### src/core/pmr_defines.svh
/*
 * Offsets, field positions and fixed values of the power-management register group.
 * Assumes byte offsets in configuration space with dword-aligned accesses.
 */
`ifndef PMR_DEFINES_SVH
`define PMR_DEFINES_SVH

// byte offsets in configuration space
`define PMR_CSR_OFFSET 8'h54
`define PMR_EXT_OFFSET 8'h56
`define PMR_DATA_OFFSET 8'h57
`define PMR_DWORD_MASK 8'hFC

// control/status field positions
`define PMR_CSR_WAKE_FLAG_BIT 15
`define PMR_CSR_WAKE_EN_BIT 8
`define PMR_CSR_CTX_BIT 3
`define PMR_CSR_PWR_LSB 0

// bridge support extension field positions
`define PMR_EXT_CLK_STOP_BIT 7
`define PMR_EXT_BUS_LVL_BIT 6

// reset and fixed values
`define PMR_CSR_RESET 16'h0008
`define PMR_EXT_RESET 8'h40
`define PMR_DATA_RESET 8'h00
`define PMR_WORD_ZERO 32'h0000_0000

`endif

### src/core/pmr_pkg.sv
/*
 * Types shared by the power-management register group.
 * Assumes nothing beyond a SystemVerilog compiler.
 */
package pmr_pkg;

  // encoded as the power level field reads
  typedef enum logic [1:0] {
    PMR_D0,
    PMR_D1,
    PMR_D2,
    PMR_D3HOT
  } pmr_power_t;

  typedef struct packed {
    pmr_power_t level;
    logic wake_en;
  } pmr_csr_state_t;

  typedef struct packed {
    logic [31:0] rdata;
    logic rvalid;
    logic hit;
    pmr_power_t prev_level;
    logic sec_clk_run;
    logic in_d3hot;
    logic d3_exit;
  } pmr_top_state_t;

endpackage : pmr_pkg

### src/core/pmr_regs.sv
/*
 * Power-management control/status, bridge support extension and data registers.
 * Assumes a dword configuration access port on the core clock, and revision select
 * and clock stop bits driven by the general control register on the same clock.
 */
// How it works
// - wake event flag, top control/status bit, reads zero; writes ignored
// - power figure multiplier field is read-only zero
// - power figure selector field is read-only zero
// - wake enable is a plain storage bit, reset zero, no side effects
// - spare bits 7:4 and 2 of control/status read zero
// - revision select clear makes the context-retention flag read zero
// - revision select set: flag reads one; no reset on D3hot to D0
// - power level field is writable, reports and sets the present state
// - clock stop flag mirrors the general control clock stop bit
// - flag set: secondary clocks stop in D3hot; clear: keep running
// - secondary bus level flag always reads one
// - low six bits of bridge extension byte read zero
// - bridge extension byte at 56h is read-only, resets to 40h
// - data byte at 57h is read-only zero
// - control/status sits at 54h, 16 bits, default 0008h
`include "pmr_defines.svh"

module pmr_regs (
  input wire logic clk_i,
  input wire logic sys_rst_i,
  input wire logic [7:0] cfg_addr_i,
  input wire logic cfg_wr_i,
  input wire logic cfg_rd_i,
  input wire logic [3:0] cfg_be_i,
  input wire logic [31:0] cfg_wdata_i,
  input wire logic pm_revision_select_i,
  input wire logic secondary_clock_stop_cfg_i,
  output logic [31:0] cfg_rdata_o,
  output logic cfg_rvalid_o,
  output logic cfg_hit_o,
  output pmr_pkg::pmr_power_t power_level_o,
  output logic in_d3hot_o,
  output logic sec_clk_run_o,
  output logic d3_exit_o
);
  import pmr_pkg::*;

  localparam pmr_top_state_t RST = '{
    rdata: `PMR_WORD_ZERO,
    rvalid: 1'b0,
    hit: 1'b0,
    prev_level: PMR_D0,
    sec_clk_run: 1'b1,
    in_d3hot: 1'b0,
    d3_exit: 1'b0
  };

  pmr_top_state_t s_q;
  pmr_top_state_t s_d;
  logic dword_hit;
  logic csr_wr;
  pmr_power_t level;
  logic wake_en;
  logic [31:0] rd_word;

  // only the dword holding 54h..57h belongs to this group
  assign dword_hit = (cfg_addr_i & `PMR_DWORD_MASK) == `PMR_CSR_OFFSET;
  // bytes 56h and 57h have no storage, so only lanes 0 and 1 can write
  assign csr_wr = cfg_wr_i && dword_hit;

  pmr_state_reg u_state (
    .clk_i(clk_i),
    .sys_rst_i(sys_rst_i),
    .wr_i(csr_wr),
    .be_i(cfg_be_i[1:0]),
    .wdata_i(cfg_wdata_i[15:0]),
    .power_level_o(level),
    .wake_enable_o(wake_en)
  );

  pmr_rd_word u_rd (
    .power_level_i(level),
    .wake_enable_i(wake_en),
    .pm_revision_select_i(pm_revision_select_i),
    .secondary_clock_stop_cfg_i(secondary_clock_stop_cfg_i),
    .word_o(rd_word)
  );

  always_comb begin
    s_d = s_q;
    s_d.rvalid = cfg_rd_i;
    s_d.hit = cfg_rd_i && dword_hit;
    if (cfg_rd_i) begin
      // unmapped reads answer zero with hit low
      s_d.rdata = dword_hit ? rd_word : `PMR_WORD_ZERO;
    end
    s_d.prev_level = level;
    s_d.in_d3hot = level == PMR_D3HOT;
    // clocks stop only in D3hot and only when the stop bit asks for it
    s_d.sec_clk_run = !(secondary_clock_stop_cfg_i && level == PMR_D3HOT);
    // leaving D3hot for D0 is reported only; context is kept and no reset is raised
    s_d.d3_exit = s_q.prev_level == PMR_D3HOT && level == PMR_D0;
  end

  always_ff @(posedge clk_i or posedge sys_rst_i) begin
    if (sys_rst_i) begin
      s_q <= RST;
    end else begin
      s_q <= s_d;
    end
  end

  assign cfg_rdata_o = s_q.rdata;
  assign cfg_rvalid_o = s_q.rvalid;
  assign cfg_hit_o = s_q.hit;
  assign power_level_o = level;
  assign in_d3hot_o = s_q.in_d3hot;
  assign sec_clk_run_o = s_q.sec_clk_run;
  assign d3_exit_o = s_q.d3_exit;

endmodule : pmr_regs

### src/core/pmr_state_reg.sv
/*
 * Writable fields of the control/status register: power level and wake-enable scratch bit.
 * Assumes the caller has decoded the write to the register's dword.
 */
`include "pmr_defines.svh"

module pmr_state_reg (
  input wire logic clk_i,
  input wire logic sys_rst_i,
  input wire logic wr_i,
  input wire logic [1:0] be_i,
  input wire logic [15:0] wdata_i,
  output pmr_pkg::pmr_power_t power_level_o,
  output logic wake_enable_o
);
  import pmr_pkg::*;

  localparam pmr_csr_state_t RST = '{level: PMR_D0, wake_en: 1'b0};

  pmr_csr_state_t s_q;
  pmr_csr_state_t s_d;

  always_comb begin
    s_d = s_q;
    if (wr_i && be_i[0]) begin
      s_d.level = pmr_power_t'(wdata_i[`PMR_CSR_PWR_LSB +: 2]);
    end
    if (wr_i && be_i[1]) begin
      s_d.wake_en = wdata_i[`PMR_CSR_WAKE_EN_BIT];
    end
  end

  always_ff @(posedge clk_i or posedge sys_rst_i) begin
    if (sys_rst_i) begin
      s_q <= RST;
    end else begin
      s_q <= s_d;
    end
  end

  assign power_level_o = s_q.level;
  assign wake_enable_o = s_q.wake_en;

endmodule : pmr_state_reg

### src/core/pmr_rd_word.sv
/*
 * Assembles the read dword at 54h: control/status, bridge extension and data bytes.
 * Assumes the general control bits come from logic on the same clock.
 */
`include "pmr_defines.svh"

module pmr_rd_word (
  input pmr_pkg::pmr_power_t power_level_i,
  input wire logic wake_enable_i,
  input wire logic pm_revision_select_i,
  input wire logic secondary_clock_stop_cfg_i,
  output logic [31:0] word_o
);
  import pmr_pkg::*;

  logic [15:0] csr;
  logic [7:0] ext;

  always_comb begin
    // wake flag, figure multiplier/selector and spare bits stay zero
    csr = 16'h0000;
    csr[`PMR_CSR_PWR_LSB +: 2] = power_level_i;
    csr[`PMR_CSR_WAKE_EN_BIT] = wake_enable_i;
    csr[`PMR_CSR_CTX_BIT] = pm_revision_select_i;
    ext = `PMR_EXT_RESET;
    ext[`PMR_EXT_CLK_STOP_BIT] = secondary_clock_stop_cfg_i;
    word_o = {`PMR_DATA_RESET, ext, csr};
  end

endmodule : pmr_rd_word

### config.mk
export PLATFORM = sky130hd
export DESIGN_NAME = pmr_regs
export DESIGN_NICKNAME = d
export VERILOG_FILES = /design/src/core/pmr_pkg.sv /design/src/core/pmr_regs.sv /design/src/core/pmr_state_reg.sv /design/src/core/pmr_rd_word.sv
export VERILOG_INCLUDE_DIRS = /design/src /design/src/core
export SDC_FILE = /design/constraint.sdc
export NUM_CORES = 1
export LEC_CHECK = 0
export ABC_AREA = 1
export BUFFER_PORTS_ARGS = -buffer_cell sky130_fd_sc_hd__buf_2
export CAP_MARGIN = 25
export CORE_ASPECT_RATIO = 0.8
export CORE_MARGIN = 4
export CORE_UTILIZATION = 35
export CTS_CLUSTER_SIZE = 28
export DETAILED_ROUTE_END_ITERATION = 6
export PLACE_DENSITY_LB_ADDON = 0.1
export SLEW_MARGIN = 0
export SYNTH_ARGS = -nofsm -noshare
export SYNTH_HDL_FRONTEND = slang
export SYNTH_SLANG_ARGS = --single-unit
### constraint.sdc
create_clock -name clk_i -period 1.05 [get_ports clk_i]
set_clock_uncertainty 0.1 [all_clocks]
set_input_delay 0.1575 -clock clk_i [delete_from_list [all_inputs] [get_ports clk_i]]
set_output_delay 0.1575 -clock clk_i [all_outputs]
set_load 0.02 [all_outputs]
---- Word-level counts from Yosys, hierarchy flattened ----
Cells that the tools add are included.
word-level totals
  flip-flop bits (word level) ............. 42
  bits in latches ......................... 0
  bits in writable memories ............... 0
  memory bits (read-only) ................. 0
  output and inout port bits .............. 39
  memories ................................ 0
cells by class
  $add $sub $neg .......................... 0
  $mul .................................... 0
  div/mod/pow operators ................... 0
  $lt $le $gt $ge ......................... 0
  equal/unequal tests ..................... 3
  shift-type cells ........................ 0
  muxes and demuxes ....................... 1
  bitwise logic cells ..................... 0
  reduce and logical (&&, ||, !) cells .... 8
operator list
  kind                  count
  $mux W24              1
  $eq A6 B5 Y1 const B  1
  $logic_and A1 B1 Y1   6
  $eq A2 B2 Y1 const B  2
  $logic_not A2 Y1      1
  $logic_not A1 Y1      1

---- Depth between registers and ports, before layout ----
Gate-level depths: netlist of run 1.
  depth after elaboration ................. 3
  depth in mapped cells ................... 6

---- Modules after synthesis ----
From an unflattened synthesis of run 1, not the netlist that was laid out.
unflattened totals
  cells, all modules ...................... 245
  area total of the unflattened synthesis .. 2223.4 um2
by module, submodules not included
  module         instances  cells an instance  area an instance (um2)  sequential area each (um2)
  pmr_regs       1          196                1851.8                  977.2
  pmr_rd_word    1          34                 247.7                   0.0
  pmr_state_reg  1          15                 123.9                   75.1

---- Worst setup path before layout of run 1 ----
Ideal clock, no wire load.
  path kind ............................... reg2out
  start point ............................. register u_state.s_q (netlist bit u_state.power_level_o[1])
  end point ............................... output port power_level_o[1]
  arrival ................................. 560 ps
  data required time ...................... 792 ps
  path slack .............................. 233 ps
  stages on the path, launching flop included .. 2
  path buffers ............................ 1
  path through ............................ dfrtp_1 -> buf_4
RTL lines
  what                    RTL line             RTL
  start, declared         pmr_state_reg.sv:20  pmr_csr_state_t s_q;
  start signal, assigned  pmr_state_reg.sv:35  s_q <= RST;
  start signal, assigned  pmr_state_reg.sv:37  s_q <= s_d;
  end, declared           pmr_regs.sv:37       output pmr_pkg::pmr_power_t power_level_o,
No word-level cell between the ends.

---- Worst setup path in the final report of run 1 ----
  start point ............................. register s_q (netlist bit sec_clk_run_o)
  end point ............................... output port sec_clk_run_o
RTL lines
  what                    RTL line         RTL
  start, declared         pmr_regs.sv:54   pmr_top_state_t s_q;
  start signal, assigned  pmr_regs.sv:103  s_q <= RST;
  start signal, assigned  pmr_regs.sv:105  s_q <= s_d;
  end, declared           pmr_regs.sv:39   output logic sec_clk_run_o,
No word-level cell between the ends.

==> results of run 1 <==
power groups by stage:
stage                     Combinational (mW)  Sequential (mW)  Clock [mW]
after detailed placement               0.198            0.663           0
after floorplan                        0.217            0.663           0
after CTS                              0.240            0.647       0.406
after global placement                 0.197            0.662           0
after global routing                   0.262            0.649       0.446
final                                  0.240            0.646       0.388
how the worst min path moves through the flow:
stage | start | to | slack (ps) | cells past startpoint
CTS | cfg_wdata_i[1] | u_state.power_level_o[1] | 10 | 3
finish | pm_revision_select_i | cfg_rdata_o[3] | 20 | 3
floorplan | sys_rst_i | cfg_hit_o | -30 | 1
global placement | sys_rst_i | in_d3hot_o | 3 | 2
global route | pm_revision_select_i | cfg_rdata_o[3] | 10 | 3
detailed placement | sys_rst_i | in_d3hot_o | 10 | 2
what timing repair did:
| item | 4_1_cts | 5_1_grt |
|---|---|---|
| setup endpoints to repair | 13 | 13 |
| pin swaps | 0 | 0 |
| endpoints found under the hold margin | 10 | 0 |
| gates resized for setup | 26 | 0 |
| hold buffers | 4 | 0 |
| setup buffers | 3 | 2 |
final cells by class:
class / instances / area [um2]
Inverter: 18 / 67.56
Clock buffer: 4 / 36.28
Multi-Input combinational cell: 55 / 265.3
Tap cell: 36 / 45.04
Sequential cell: 16 / 401.6
Fill cell: 261 / 1315
Timing Repair Buffer: 39 / 311.5
metal layers:
metal / track usage [%] / share of wire [%] / vias up
li1: - / - / 309
met1: 12.66 / 43 / 280
met2: 15.58 / 44 / 41
met3: 2.335 / 11 / 2
met4: 4.211 / 1.1 / 0
met5: 0 / 0 / -
registers in the layout (all words and copies together) (netlist names):
signal	flops
cfg_hit_o	1
cfg_rdata_o	6
cfg_rvalid_o	1
d3_exit_o	1
in_d3hot_o	1
s_q	2
sec_clk_run_o	1
u_state.power_level_o	2
u_state.wake_enable_o	1
logic make-up (layout without fill, tap and decap cells):
group | after synthesis | count (layout) | share of synthesized area, %
other cells | 1 | 26 | 0.4186
compound gates | 6 | 6 | 4.050
flops | 16 | 16 | 44.83
buf+inv | 52 | 61 | 36.03
simple gates | 23 | 23 | 14.66
cells in the final DEF (no fill, tap or decap):
cell type and count:
buf_2 16, buf_4 6, buf_6 13, clkbuf_4 3, clkbuf_8 1, conb_1 26, dfrtp_1 15, dfstp_2 1
dlygate4sd3_1 4, inv_1 18, nand2_1 10, nand2_2 1, nand3_1 3, nand3_2 2, nand4_1 2, nor2_2 2
nor2_4 2, nor3_1 1, o21ai_1 1, o22ai_1 5
stage by stage:
step,hold slack (ps),instances
2_1_floorplan,-29.48,123
3_3_place_gp,2.754,155
3_5_place_dp,10.13,155
4_1_cts,10.14,166
5_1_grt,11.67,168
6_report,18.04,168
==> summary.md, run 1 <==
| Metric | Value |
|---|---|
| Ys async rst share | 100.0% |
| Max Fclk | about 850 MHz |
| Buffers and inverters on the worst path | 1 |
| Worst path cell trace | buf_6 |
| Flops & latches, synth | 16 |
| Post-Syn Area per Cell | a little over 9 um2 |
| Post-Route Setup TNS | -251.4 ps |
| Setup ws final | -120.1 ps |
| Placed Area | 932.1 um2 |
| WS Path Type | register to primary output |
| Leak pwr | ~0.63 nW |
| Clock Tree Root | clkbuf_4 |
| Clock latency on the worst-skew pair | 270 ps |
| Total track usage | about a tenth |
| Gate power share | between 10% and 20% |
| Power per cell area | around 1100 nW/um2 |
| First-pass GRT wire length | 2.518 mm |
| NumNets Final | 183 |
| Pre-CTS WS | about 47 ps |
| DP HPWL | roughly 1.2 mm |
| Synthesized cell area | ~900 um2 |
| Initial core utilization | between 30 and 40% |
| Final setup fails | 10 |
| Crit end category | primary output |
| Die width | approximately 65 um |
| Sequential share of the synthesized area | ~45% |
| Critical Path RT | ~790 ps |
| Die height | 53.25 um |
| Final count of hold timing violations | 0 |
| Most numerous cell in the Yosys netlist | buf_4 |
| Top cells by count, synth | buf_4, inv_1, dfrtp_1 |
| R2R depth | 4 |
| Htree depth | 1 |
| Iteration-0 DRC Markers | 27 |
| Slowest-stage cell, CP | dfstp_2 |
| Yosys warns | 0 |
| Initial antenna violation count | 0 |
| Share of layout cells above drive strength 1 | 35.61% |
| RSZ-0062 raised after global routing | yes |
| GRT overflow | 0 |
| Buffers on Ports | 29 |
| Crit path depth | 1 |
| Vias in the first global route | between 500 and 600 |
| Clock buffer depth | 2 |
| Max rail drop VDD | between 0.3 and 0.4 mV |
| Max incr delay on CP | between 500 and 600 ps |
| Largest net degree at the start of global routing | 10 |
| Post-synth top area cell | dfrtp_1 |
| Worst r2r dst | cfg_rdata_o[1] |
| Internal power | about 920 uW |
| CTS Buf Count | 3 |
| CP arrival | between 900 and 1000 ps |
| Final Core Density | 46.16% |
| Pre-antenna DRT Iters | 3 |
| Power, Total | 1.274 mW |
| Io pins | about 90 |
| Wire per inst | 9.399 um |
| Post-synth EDFFs | 0 |
| CTS Sinks | 16 |
| Ranking of synthesized cells by area | dfrtp_1, buf_4, inv_1 |
| Sequential power share | 50.7% |
| # Max-Cap Violations | 0 |
| Final Critical Period | between 1000 and 1500 ps |
| Synth Flop Type | dfrtp_1 |
| Design Area, Final | roughly 1100 um2 |
| Area growth from synthesis to layout | 25.84% |
| Reg-to-Reg Start | cfg_rdata_o[1] |
| Clock power frac | ~30% |
| Switching part of the total | 27.56% |
| Clock Pin Slew Worst Setup and Hold Paths | 90 ps |
| Via/cell ratio | 3.762 |
| CTS tree | yes |
| Failing checks | setup timing |
| Worst Setup EP | sec_clk_run_o |
| Crit path from | sec_clk_run_o |
| Reg2reg setup slack | around 80 ps |
| Max FO, Critical Path | 1 |
| # DRC | 0 |
| Total core area | between 2000 and 2500 um2 |
| Fin crit share | 111.4% |
| Syn Inst Count | 98 |
| Die area | around 3400 um2 |
| DRT antenna net count | 0 |
| FP Rows | 16 |
| Yosys top cell area share | roughly two fifths |
| Placer congestion estimate | around 0.72 |
| Worst Hold Class | input port to register |
| Psw | ~350 uW |
| Vias | roughly 630 |
| Outcome | finished, violations left |
| Post-synthesis cell type count | 15 |
| CP top delay family | flip-flops |
| Drt total wl | approximately 1.6 mm |
| Worst setup SP type | register |
| Slew Viols, Final | 0 |
| Ant. Diodes | 0 |
Power figures use the tool's default switching activity.
==> inputs of run 2 (changes only) <==
--- a/constraint.sdc
+++ b/constraint.sdc
@@ -4,2 +4,2 @@
 set_output_delay 0.1575 -clock clk_i [all_outputs]
-set_load 0.02 [all_outputs]
+set_load 0.1 [all_outputs]
==> summary.md, run 2 (synthesized netlist as in run 1, its figures left out) <==
| Metric | Value |
|---|---|
| Outcome | finished, violations left |
| Failing checks | setup timing |
| Most frequent cells in the layout | conb_1, inv_1, buf_2 |
| Fillers | ~240 |
| Total core area | approximately 2400 um2 |
| Multi-input gate area | approximately 270 um2 |
| Clock latency on the worst-skew pair | around 280 ps |
| Clock power frac | 20.0% |
| GRT overflow | 0 |
| Wire per inst | approximately 8.9 um |
| Gate power share | approximately 40% |
| FP Rows | 16 |
| Ant. Diodes | 0 |
| Initial core utilization | 36.68% |
| CTS Sinks | 16 |
| Post-Route Setup TNS | -1235 ps |
| Power per cell area | between 1000 and 1500 nW/um2 |
| Max reg flops | 6 |
| Total track usage | between 9 and 10% |
| Buffers on Ports | 29 |
| Leak pwr | roughly 0.64 nW |
| CP top delay family | flip-flops |
| Internal power | 888.2 uW |
| Vias in the first global route | ~560 |
| Die height | 53.25 um |
| Area growth from synthesis to layout | 40.08% |
| Final count of hold timing violations | 0 |
| Final Critical Period | roughly 1300 ps |
| Worst setup SP type | register |
| CTS Buf Count | 3 |
| DP HPWL | 1.159 mm |
| Worst path cell trace | buf_12 |
| DRT antenna net count | 0 |
| Crit end category | primary output |
| WS Path Type | register to primary output |
| Clock Tree Root | clkbuf_4 |
| Buffers and inverters on the worst path | 1 |
| Largest net degree at the start of global routing | 17 |
| Io pins | 89 |
| CP arrival | between 1000 and 1500 ps |
| Die area | 3438 um2 |
| Hold path depth | 3 |
| Psw | between 700 and 800 uW |
| Critical Path RT | 790 ps |
| Max incr delay on CP | approximately 630 ps |
| Tightest hold margin | ~29 ps |
| Iteration-0 DRC Markers | 17 |
| Reg-to-Reg Start | u_state.power_level_o[1] |
| # DRC | 0 |
| NumNets Final | about 180 |
| Final setup fails | 13 |
| Crit path depth | 1 |
| Drt total wl | between 1 and 1.5 mm |
| Max FO, Critical Path | 1 |
| First-pass GRT wire length | 2.359 mm |
| Slew Viols, Final | 0 |
| Pre-antenna DRT Iters | 4 |
| RSZ-0062 raised after global routing | yes |
| Slowest-stage cell, CP | dfstp_4 |
| Clock Pin Slew Worst Setup and Hold Paths | around 90 ps |
| Initial antenna violation count | 0 |
| Vias | 633 |
| CTS tree | yes |
| Die width | approximately 65 um |
| Htree depth | 1 |
| Via/cell ratio | 3.746 |
| Fin crit share | 127.4% |
| # Max-Cap Violations | 0 |
| R2R depth | 2 |
| Max Fclk | 747.8 MHz |
| Switching part of the total | between 40% and 50% |
| Clock buffer depth | 2 |
| Max rail drop VDD | 0.5619 mV |
| Most common cell after layout, fill and taps aside | conb_1 |
| Hold Crit Start | cfg_be_i[1] |
| Placer congestion estimate | 0.6674 |
| Worst Hold Class | input port to register |
| Setup ws final | -287.3 ps |
| Sequential power share | roughly 40% |
| Share of layout cells above drive strength 1 | 38.35% |
| Register area | ~410 um2 |
| Crit path from | sec_clk_run_o |
## run 2: cell types whose count changed in the layout (fill, tap and decap cells not counted), sizes merged
cell / change
buf: -1
dlygate4sd3: +2
## run 2: final cells by class
type	instances	share of cell area (%)
Multi-Input combinational cell	55	21.14
Timing Repair Buffer	40	34.90
Sequential cell	16	32.90
Tap cell	36	3.589
Clock buffer	4	2.094
Inverter	18	5.384
## run 2: path summary, 6_finish.rpt
path,end,slack (ps)
max reg2reg,d3_exit_o,100
max,sec_clk_run_o,-290
min in group asynchronous,cfg_rvalid_o,310
min reg2reg,d3_exit_o,380
min,u_state.wake_enable_o,30
max in group asynchronous,sec_clk_run_o,300
## run 2: repair_timing
| item | in CTS | in global routing |
|---|---|---|
| endpoints found under the setup margin | 13 | 13 |
| endpoints found under the hold margin | 21 | 0 |
| setup buffers | 2 | 2 |
| hold buffers | 6 | 0 |
| gates resized for setup | 2 | 0 |
## run 2: layer usage
metal	vias up	global-route usage [%]	wire, um
met1	275	10.17	577
met3	5	3.185	216
li1	309	-	-
met2	44	15.07	664
met5	-	0	0
met4	0	5.263	38
## run 2: through the flow
stage               std cells  worst slack (ps)  total power, mW  area [um2]  utilization (%)
floorplan                 123             32.91            1.273       998.5                -
detailed placement        155             23.38            1.291        1136            46.52
global placement          155             26.69            1.289        1136            46.52
finish                    169            -287.3            1.635        1255            51.38
global route              169            -324.7            1.708        1255            51.38
CTS                       167            -298.8            1.650        1240            50.77
## run 2: power groups by stage
stage / Sequential [mW] / Clock (mW) / Combinational, mW
after floorplan: 0.685 / 0 / 0.588
after global placement: 0.669 / 0 / 0.620
after detailed placement: 0.670 / 0 / 0.621
after CTS: 0.652 / 0.341 / 0.656
after global routing: 0.655 / 0.375 / 0.679
final: 0.652 / 0.327 / 0.656
